[src/design/rsc_pkg.sv]
// Constants and types shared by the signal-strength capture logic
package rsc_pkg;
	localparam int          RSC_CODE_W        = 3;
	localparam logic [7:0]  RSC_ADDR_CTRL     = 8'h00;
	localparam logic [7:0]  RSC_ADDR_LEVEL    = 8'h0F;
	localparam int          RSC_CTRL_EXT_SEL  = 1;
	localparam int          RSC_CTRL_TX_ON    = 5;
	localparam logic [7:0]  RSC_CTRL_RESET    = 8'h00;
	localparam logic [7:0]  RSC_CMD_RX_ENABLE = 8'h17;
	localparam logic [7:0]  RSC_CMD_MEAS_INT  = 8'h18;
	localparam logic [7:0]  RSC_CMD_MEAS_EXT  = 8'h19;
	localparam int          RSC_MAIN_LSB      = 0;
	localparam int          RSC_AUX_LSB       = 3;
	localparam int          RSC_OSC_BIT       = 6;
	localparam logic [2:0]  RSC_CODE_ZERO     = 3'h0;
	localparam logic [2:0]  RSC_CODE_MAX      = 3'h7;
	typedef enum {RSC_IDLE, RSC_INT, RSC_EXT} rsc_mode_t;
endpackage

[src/design/rsc_peak_hold.sv]
// Peak-hold latch for one 3-bit level code
`timescale 1ns/1ns
module rsc_peak_hold
	import rsc_pkg::*;
#(
	parameter int WIDTH = RSC_CODE_W
) (
	input  wire logic             sys_clk,
	input  wire logic             reset,
	input  wire logic             clear,
	input  wire logic             track,
	input  wire logic [WIDTH-1:0] level,
	output logic      [WIDTH-1:0] peak
);
	typedef struct packed {
		logic [WIDTH-1:0] peak;
	} rsc_ph_state_t;

	rsc_ph_state_t state, next_state;

	initial begin
		if (WIDTH < 1) begin
			$error("rsc_peak_hold: WIDTH must be positive");
		end
	end

	always_comb begin
		next_state = state;
		if (clear) begin
			next_state.peak = '0;
		end else if (track && level > state.peak) begin
			next_state.peak = level;
		end
	end

	always_ff @(posedge sys_clk) begin
		if (reset) begin
			state <= '0;
		end else begin
			state <= next_state;
		end
	end

	assign peak = state.peak;
endmodule // rsc_peak_hold

[src/design/rsc_capture.sv]
// Signal-strength capture control: detectors, status byte and commands
// Overview of operation
// - Three independent level sources exist: internal main, internal auxiliary and external.
// - Each internal detector keeps the highest code seen during a receive packet.
// - Every reader transmission clears the stored codes.
// - Each internal result is a 3-bit code of seven steps of about 4 dB.
// - Main and auxiliary codes are both stored in the level register at 0x0F.
// - Bit 1 of control register 0x00 selects internal or external codes for the level register.
// - Command 0x18 starts an internal measurement.
// - The external detector gives a 3-bit carrier code stored in the level register.
// - Commands 0x18 and 0x19 request internal and external results into the level register.
// - A level register read returns a byte from 0x40 to 0x7F.
// - Reading the level register clears its stored codes.
`timescale 1ns/1ns
module rsc_capture
	import rsc_pkg::*;
#(
	parameter int CODE_W = RSC_CODE_W
) (
	input  wire logic              sys_clk,
	input  wire logic              reset,
	input  wire logic              reg_wr,
	input  wire logic              reg_rd,
	input  wire logic [7:0]        reg_addr,
	input  wire logic [7:0]        reg_wdata,
	input  wire logic              cmd_valid,
	input  wire logic [7:0]        cmd_code,
	input  wire logic              tx_active,
	input  wire logic              rx_packet,
	input  wire logic              osc_stable,
	input  wire logic [CODE_W-1:0] main_level,
	input  wire logic [CODE_W-1:0] aux_level,
	input  wire logic [CODE_W-1:0] ext_level,
	output logic [7:0]             reg_rdata,
	output logic                   rdata_valid,
	output logic                   tx_enable,
	output logic                   rx_enable
);
	// ------------------------------------------------------------
	// State
	// ------------------------------------------------------------
	typedef struct packed {
		logic [7:0]        ctrl;
		logic              rx_on;
		rsc_mode_t         mode;
		logic [CODE_W-1:0] main_code;
		logic [CODE_W-1:0] aux_code;
		logic [7:0]        rdata;
		logic              rvalid;
	} rsc_state_t;

	rsc_state_t        state, next_state;
	logic [CODE_W-1:0] main_peak;
	logic [CODE_W-1:0] aux_peak;
	logic              clear_codes;
	logic              rd_level;
	logic              int_track;
	logic              wr_ctrl;
	logic              rd_ctrl;
	logic              cmd_rx_on;
	logic              cmd_int;
	logic              cmd_ext;
	logic              cap_int;
	logic              cap_ext;
	logic [7:0]        level_byte;
	logic [7:0]        read_byte;

	// ------------------------------------------------------------
	// Elaboration checks
	// ------------------------------------------------------------
	initial begin
		if (CODE_W != RSC_CODE_W) begin
			$error("rsc_capture: level byte layout needs 3-bit codes");
		end
		// Fields of the level byte must not overlap
		if (RSC_AUX_LSB < RSC_MAIN_LSB + CODE_W) begin
			$error("rsc_capture: main and auxiliary fields overlap");
		end
		if (RSC_OSC_BIT < RSC_AUX_LSB + CODE_W) begin
			$error("rsc_capture: auxiliary field runs into the oscillator bit");
		end
		if (RSC_CTRL_EXT_SEL == RSC_CTRL_TX_ON) begin
			$error("rsc_capture: select and transmitter bits collide");
		end
	end

	// ------------------------------------------------------------
	// Access and command decode
	// ------------------------------------------------------------
	assign wr_ctrl   = reg_wr && reg_addr == RSC_ADDR_CTRL;
	assign rd_ctrl   = reg_rd && reg_addr == RSC_ADDR_CTRL;
	assign rd_level  = reg_rd && reg_addr == RSC_ADDR_LEVEL;
	assign cmd_rx_on = cmd_valid && cmd_code == RSC_CMD_RX_ENABLE;
	assign cmd_int   = cmd_valid && cmd_code == RSC_CMD_MEAS_INT;
	assign cmd_ext   = cmd_valid && cmd_code == RSC_CMD_MEAS_EXT;

	// ------------------------------------------------------------
	// Internal detectors
	// ------------------------------------------------------------
	assign clear_codes = tx_active || rd_level;
	// Tracks only while a packet arrives in an internal measurement
	assign int_track   = rx_packet && state.mode == RSC_INT;

	rsc_peak_hold #(.WIDTH(CODE_W)) u_main_peak (
		.sys_clk (sys_clk),
		.reset   (reset),
		.clear   (clear_codes),
		.track   (int_track),
		.level   (main_level),
		.peak    (main_peak)
	);

	rsc_peak_hold #(.WIDTH(CODE_W)) u_aux_peak (
		.sys_clk (sys_clk),
		.reset   (reset),
		.clear   (clear_codes),
		.track   (int_track),
		.level   (aux_level),
		.peak    (aux_peak)
	);

	// ------------------------------------------------------------
	// Capture qualifiers and read data
	// ------------------------------------------------------------
	// Internal codes only when the select bit picks them
	assign cap_int = state.mode == RSC_INT && !state.ctrl[RSC_CTRL_EXT_SEL];
	// External code needs the receiver on; transmitter state is the host's call
	assign cap_ext = state.mode == RSC_EXT && state.rx_on
		&& state.ctrl[RSC_CTRL_EXT_SEL];

	// Bit 6 tied high and bit 7 low keep every level read in 0x40 to 0x7F
	always_comb begin
		level_byte = 8'h00;
		level_byte[RSC_OSC_BIT] = 1'h1;
		level_byte[RSC_MAIN_LSB +: CODE_W] = state.main_code;
		level_byte[RSC_AUX_LSB +: CODE_W]  = state.aux_code;
	end

	// Unmapped addresses read as zero
	always_comb begin
		if (rd_level) begin
			read_byte = level_byte;
		end else if (rd_ctrl) begin
			read_byte = state.ctrl;
		end else begin
			read_byte = 8'h00;
		end
	end

	// ------------------------------------------------------------
	// Next state
	// ------------------------------------------------------------
	always_comb begin
		next_state        = state;
		next_state.rvalid = 1'h0;
		if (wr_ctrl) begin
			next_state.ctrl = reg_wdata;
		end
		if (cmd_rx_on) begin
			next_state.rx_on = 1'h1;
		end
		if (cmd_int) begin
			next_state.mode = RSC_INT;
		end else if (cmd_ext) begin
			next_state.mode = RSC_EXT;
		end
		// Stored pair follows the source of the measurement mode, only while the select bit agrees
		case (state.mode)
			RSC_INT: begin
				if (cap_int) begin
					next_state.main_code = main_peak;
					next_state.aux_code  = aux_peak;
				end
			end
			RSC_EXT: begin
				if (cap_ext) begin
					next_state.main_code = ext_level;
					next_state.aux_code  = RSC_CODE_ZERO;
				end
			end
			// Idle keeps the pair; a command decoded above must still land
			default: begin
			end
		endcase
		if (reg_rd) begin
			next_state.rdata  = read_byte;
			next_state.rvalid = 1'h1;
		end
		// Clear last so a read never returns a half-cleared pair
		if (clear_codes) begin
			next_state.main_code = RSC_CODE_ZERO;
			next_state.aux_code  = RSC_CODE_ZERO;
			next_state.mode      = RSC_IDLE;
		end
	end

	// ------------------------------------------------------------
	// Registers
	// ------------------------------------------------------------
	always_ff @(posedge sys_clk) begin
		if (reset) begin
			state.ctrl      <= RSC_CTRL_RESET;
			state.rx_on     <= 1'b0;
			state.mode      <= RSC_IDLE;
			state.main_code <= RSC_CODE_ZERO;
			state.aux_code  <= RSC_CODE_ZERO;
			state.rdata     <= 8'h00;
			state.rvalid    <= 1'b0;
		end else begin
			state <= next_state;
		end
	end

	// ------------------------------------------------------------
	// Outputs, all straight from the state register
	// ------------------------------------------------------------
	assign reg_rdata   = state.rdata;
	assign rdata_valid = state.rvalid;
	assign tx_enable   = state.ctrl[RSC_CTRL_TX_ON];
	assign rx_enable   = state.rx_on;
endmodule // rsc_capture

[config.mk]
export PLATFORM = sky130hd
export DESIGN_NAME = rsc_capture
export DESIGN_NICKNAME = d
export VERILOG_FILES = /design/src/design/rsc_pkg.sv /design/src/design/rsc_peak_hold.sv /design/src/design/rsc_capture.sv
export SDC_FILE = /design/constraint.sdc
export NUM_CORES = 1
export LEC_CHECK = 0
export ABC_AREA = 1
export BUFFER_PORTS_ARGS = -buffer_cell sky130_fd_sc_hd__buf_2
export CORE_MARGIN = 2
export CORE_UTILIZATION = 26
export CTS_BUF_LIST = sky130_fd_sc_hd__clkbuf_4 sky130_fd_sc_hd__clkbuf_8 sky130_fd_sc_hd__clkbuf_16
export DETAILED_ROUTE_END_ITERATION = 7
export SLEW_MARGIN = 20
export SYNTH_ARGS = -nofsm -noshare
export SYNTH_HDL_FRONTEND = slang
export SYNTH_SLANG_ARGS = --single-unit
[constraint.sdc]
create_clock -name sys_clk -period 1.6 [get_ports sys_clk]
set_input_delay 0.08 -clock sys_clk [delete_from_list [all_inputs] [get_ports sys_clk]]
set_output_delay 0.08 -clock sys_clk [all_outputs]
set_load 0.05 [all_outputs]
==> impl_metrics.json, run 1 <==
{
  "fin_nets": 334,
  "critical_path_class": "flip-flop to flip-flop",
  "ant_nets": 0,
  "final-setup-viol-count": 0,
  "grt_setup_unrepaired": "no",
  "cp_slowest_cell": "dfxtp_1",
  "fp.dieArea_sq_mm": 0.007243,
  "clkTransAtPathRegs_ns": 0.06,
  "drc": 0,
  "pin_count": 52,
  "switching_share_pct": 24.72,
  "critPathMaxFanout": 4,
  "critPathBufInv": 1,
  "endpoint_kind": "flip-flop",
  "power.density_mw_per_mm2": 751.8,
  "wl_per_cell_um": 10.19,
  "p_seq_share_pct": 52.9,
  "drt_iter0_drc": 29,
  "cts_setup_buffers": 0,
  "max-cap-violations": 0,
  "async_flop_share_pct": 0,
  "grt.total_usage_pct": 11.03,
  "rows": 29,
  "clockRootBuffer": "clkbuf_8",
  "hold_path_class": "input port to flip-flop",
  "grt_pass1_wl_um": 6430,
  "dr.pass1.iters": 4,
  "pwr-share-comb_pct": 11.5,
  "p_switching_uw": 378.1,
  "synth_warnings": 0,
  "grt_antenna_before_repair": 0,
  "start_kind": "flip-flop",
  "synth.net_count": 289,
  "cts_tree": "done",
  "gr-total-overflow": 0,
  "postSynthAreaPerCell_sq_um": 7.068,
  "p_clk_share_pct": 35.5,
  "synth.most_common_cell": "nor2_1",
  "placed_cell_area_sq_mm": 0.001966,
  "portBuffers": 50,
  "place_congestion": 0.7906,
  "max_freq_mhz": 718.8,
  "netlist_instances": 242,
  "synth_flop_cell": "dfxtp_1",
  "crit_family": "flip-flops",
  "min_period_ns": 1.391,
  "ys_ff_latch": 32,
  "cts_inserted_buffers": 5,
  "final_area_sq_mm": 0.002034,
  "clock_skew_ns": 0.003222,
  "synth.top_cells.by_count": "50 x nor2_1, 41 x nand2_1, 32 x dfxtp_1",
  "hold_viol": 0,
  "tns_ns": 0,
  "worst_slew_pin_slew_ns": 0.3997,
  "core-area_sq_mm": 0.006350,
  "critical_path.cell_chain": "inv_1, ha_1, nand2_1, o21ai_1, nand2_1, nand2_1, a21oi_1",
  "htreeDepth": 2,
  "die_h_um": 85.11,
  "vias": 1566,
  "synth_cell_types": 25,
  "whs_ns": 0.03709,
  "p_int_mw": 1.151,
  "dp_hpwl_um": 2946,
  "grt_max_degree": 17,
  "initial_utilization_pct": 26.94,
  "synth.area.top_cells": "dfxtp_1 37%, nor2_1 11%, nand2_1 9.0%",
  "grt_pass1_vias": 1511,
  "period_share_pct": 86.95,
  "status": "complete, no violations",
  "synth_top_area_share_pct": 37.45,
  "wl_um": 3689,
  "synth_area_sq_mm": 0.001710,
  "clock_latency_ns": 0.28,
  "cp.arrival_ns": 1.55,
  "path_common_cell": "nand2_1",
  "syn_to_final_growth_pct": 18.95,
  "max_stage_delay_ns": 0.35,
  "p_leak_nw": 0.8443,
  "antenna_cells": 0,
  "finalMaxSlewViolations": 0,
  "cp.required_ns": 1.75,
  "utilization_pct": 32.04,
  "avgViaCountPerCell": 4.326,
  "cts.sinks": 32,
  "yosysTopAreaCell": "dfxtp_1",
  "synth_edf_count": 0,
  "slew_headroom_pct": 73.32,
  "ys_seq_area_share_pct": 37.45,
  "layout-drive-gt1-share_pct": 27.37,
  "cts_buffer_depth": 2,
  "irDropWorstVdd_v": 0.0002694,
  "die_w_um": 85.11
}
[state kept, by name (all words and copies together), names as in the netlist]
signal,flops
level_byte,6
rdata_valid,1
reg_rdata,8
rx_enable,1
state,9
tx_enable,1
u_aux_peak.peak,3
u_main_peak.peak,3
[cells by family (layout without fill, tap and decap cells)]
| family | after synthesis | count (layout) | share of synthesized area, % |
|---|---|---|---|
| AO/OA/AOI/OAI | 34 | 34 | 10.61 |
| AND/OR/NAND/NOR | 132 | 132 | 36.21 |
| adder cells (fa/ha/maj) | 6 | 6 | 4.389 |
| flip-flops | 32 | 32 | 37.45 |
| buffers and inverters | 38 | 81 | 11.34 |
[placed cells by master (no fill, tap or decap), types with 2 or more instances in the layout]
master    Yosys  layout
o21ai_1       0       2
a21oi_1      15      15
nand3_1      24      24
nand2_4       2       2
nor2_2        3       3
o21ai_0      16      14
clkbuf_8      0       5
ha_1          6       6
nor2_4        2       2
nand2_2       3       3
buf_2         1      50
inv_1        21      21
nand3_2       2       2
nand2_1      41      41
dfxtp_1      32      32
inv_2         4       4
a21oi_2       3       3
nor2_1       50      50
[power groups by stage]
stage / sequential [mW] / combinational [mW] / clock [mW]
floorplan: 0.832 / 0.105 / 0
global placement: 0.827 / 0.175 / 0
detailed placement: 0.827 / 0.178 / 0
CTS: 0.810 / 0.179 / 0.565
global route: 0.811 / 0.198 / 0.600
finish: 0.810 / 0.176 / 0.543
[final timing paths]
kind	start	slack, ns	to	depth (start not counted)
setup / recovery	u_main_peak.peak[2]	0.21	u_main_peak.peak[0]	7
hold / removal	reset	0.04	reg_rdata[7]	2
setup reg to reg	u_main_peak.peak[2]	0.21	u_main_peak.peak[0]	7
hold reg to reg	reg_rdata[7]	0.47	reg_rdata[7]	2
[routing by layer]
metal  vias up  wire (um)  track usage (%)
li1        855          -                -
met1       661       1802            13.84
met2        43       1581            17.40
met3         7        220            2.918
met4         0         85            5.628
met5         -          0                0
[layout make-up]
| type | instances | area (sq um) |
|---|---|---|
| Inverter | 26 | 102.6 |
| Sequential cell | 32 | 640.6 |
| Timing Repair Buffer | 50 | 250.2 |
| Clock buffer | 5 | 68.82 |
| Multi-Input combinational cell | 172 | 875.8 |
| Tap cell | 77 | 96.34 |
| Fill cell | 701 | 4315 |
[what timing repair did]
item,4_1_cts,5_1_grt
gates resized for setup,0,2
endpoints found under the setup margin,0,6
hold buffers,0,0
[metrics by stage]
step                power (mW)  setup WS, ns  std cells
global route             1.609      0.008618        362
detailed placement       1.006        0.1161        357
finish                   1.529        0.2087        362
floorplan               0.9373        0.2715        242
global placement         1.002        0.1307        357
CTS                      1.553       0.09657        362
Note: power is estimated with default switching activity, not from simulation.
==> run 2, diff against run 1 <==
CTS_BUF_LIST = default   (was sky130_fd_sc_hd__clkbuf_4 sky130_fd_sc_hd__clkbuf_8 sky130_fd_sc_hd__clkbuf_16)
PLACE_DENSITY_LB_ADDON = 0.25   (was default)
==> impl_metrics.json, run 2 (same netlist as run 1, synthesis figures left out) <==
{
  "status": "complete, no violations",
  "top_register": "state",
  "drc": 0,
  "syn_to_final_growth_pct": 20.63,
  "dp_slack_ns": 0.1079,
  "grt_max_degree": 15,
  "period_share_pct": 87.01,
  "cp.arrival_ns": 1.56,
  "p_seq_share_pct": 50.0,
  "p_switching_uw": 395.2,
  "cts_buffer_depth": 2,
  "clock_latency_ns": 0.28,
  "endpoint_kind": "flip-flop",
  "cp.required_ns": 1.76,
  "final-setup-viol-count": 0,
  "grt.total_usage_pct": 11.17,
  "whs_ns": 0.02473,
  "hp-start": "reset",
  "ant_nets": 0,
  "max-cap-violations": 0,
  "final_cell_mix": "50 x nor2_1, 50 x buf_2, 41 x nand2_1",
  "grt_setup_unrepaired": "no",
  "power.density_mw_per_mm2": 784.6,
  "min_period_ns": 1.392,
  "start_kind": "flip-flop",
  "hold_viol": 0,
  "p_int_mw": 1.224,
  "wl_per_cell_um": 10.14,
  "p_clk_share_pct": 39.0,
  "critPathMaxFanout": 4,
  "critical_path_class": "flip-flop to flip-flop",
  "grt_pass1_wl_um": 6423,
  "hold_path_class": "input port to flip-flop",
  "grt_antenna_before_repair": 0,
  "dr.pass1.iters": 4,
  "antenna_cells": 0,
  "vias": 1579,
  "layout-drive-gt1-share_pct": 27.68,
  "avgViaCountPerCell": 4.314,
  "path_common_cell": "nand2_1",
  "grt_pass1_vias": 1508,
  "htreeDepth": 2,
  "place_inst": 358,
  "worst_slew_pin_slew_ns": 0.4062,
  "setup.worst_path.start": "u_main_peak.peak[2]",
  "cts_tree": "done",
  "slew_headroom_pct": 72.88,
  "max_freq_mhz": 718.3,
  "drt_iter0_drc": 55,
  "rows": 29,
  "cts_inserted_buffers": 5,
  "core-area_sq_mm": 0.006350,
  "initial_utilization_pct": 26.94,
  "irDropWorstVdd_v": 0.0002573,
  "timing.rr.start": "u_main_peak.peak[2]",
  "place_congestion": 0.7301,
  "clockRootBuffer": "clkbuf_8",
  "pin_count": 52,
  "utilization_pct": 32.49,
  "wl_um": 3710,
  "fp.dieArea_sq_mm": 0.007243,
  "layout.cells.non_filler": 366,
  "clkTransAtPathRegs_ns": 0.06,
  "clock_skew_ns": 0.005215,
  "finalMaxSlewViolations": 0,
  "pwr-share-comb_pct": 10.9,
  "largest_reg_flops": 9,
  "tns_ns": 0,
  "hold_buffers": 0,
  "cts.sinks": 32,
  "max_stage_delay_ns": 0.35,
  "critPathBufInv": 1,
  "p_leak_nw": 0.8587,
  "critical_path.cell_chain": "inv_1, ha_1, nand2_1, o21ai_1, nand2_1, nand2_1, a21oi_1",
  "fin_nets": 335,
  "gr-total-overflow": 0,
  "dp_hpwl_um": 2933,
  "die_w_um": 85.11,
  "cp_slowest_cell": "dfxtp_1",
  "switching_share_pct": 24.41,
  "r2r_setup_slack_ns": 0.21,
  "die_h_um": 85.11,
  "crit_family": "flip-flops",
  "final.setup.worst_slack_ns": 0.2079,
  "portBuffers": 50
}
[run 2: what timing repair did]
item                                    CTS  global route
buffers inserted                          0             0
gates resized for setup                   0             2
endpoints found under the setup margin    0             6
[run 2: path summary, 6_finish.rpt]
check | to | depth (start not counted)
setup / recovery | u_main_peak.peak[1] | 7
hold / removal | rx_enable | 2
setup reg to reg | u_main_peak.peak[1] | 7
hold reg to reg | reg_rdata[7] | 2
[run 2: through the flow]
| step | power [mW] | cell area, sq um |
|---|---|---|
| after floorplan | 0.9373 | 1710 |
| after global placement | 1.005 | 1973 |
| after detailed placement | 1.007 | 1973 |
| after CTS | 1.648 | 2063 |
| after global routing | 1.707 | 2063 |
| final | 1.619 | 2063 |
[run 2: final cells by class]
cell class	instances	area, sq um
Fill cell	724	4287
Tap cell	77	96.34
Inverter	26	102.6
Multi-Input combinational cell	172	875.8
Timing Repair Buffer	51	257.7
Sequential cell	32	640.6
Clock buffer	8	90.09
[run 2: power by group through the flow]
| stage | Combinational [mW] | Clock, mW | Sequential (mW) |
|---|---|---|---|
| after floorplan | 0.105 | 0 | 0.832 |
| after global placement | 0.178 | 0 | 0.827 |
| after detailed placement | 0.179 | 0 | 0.828 |
| after CTS | 0.180 | 0.658 | 0.810 |
| after global routing | 0.200 | 0.697 | 0.810 |
| final | 0.177 | 0.632 | 0.810 |
[run 2: metal layers]
layer  track usage [%]  vias to the layer above  wire length (um)
met1             13.94                      670              1714
met5                 0                        -                 0
met3             2.529                        9               222
met2             17.83                       40              1682
met4             6.061                        0                91
li1                  -                      860                 -
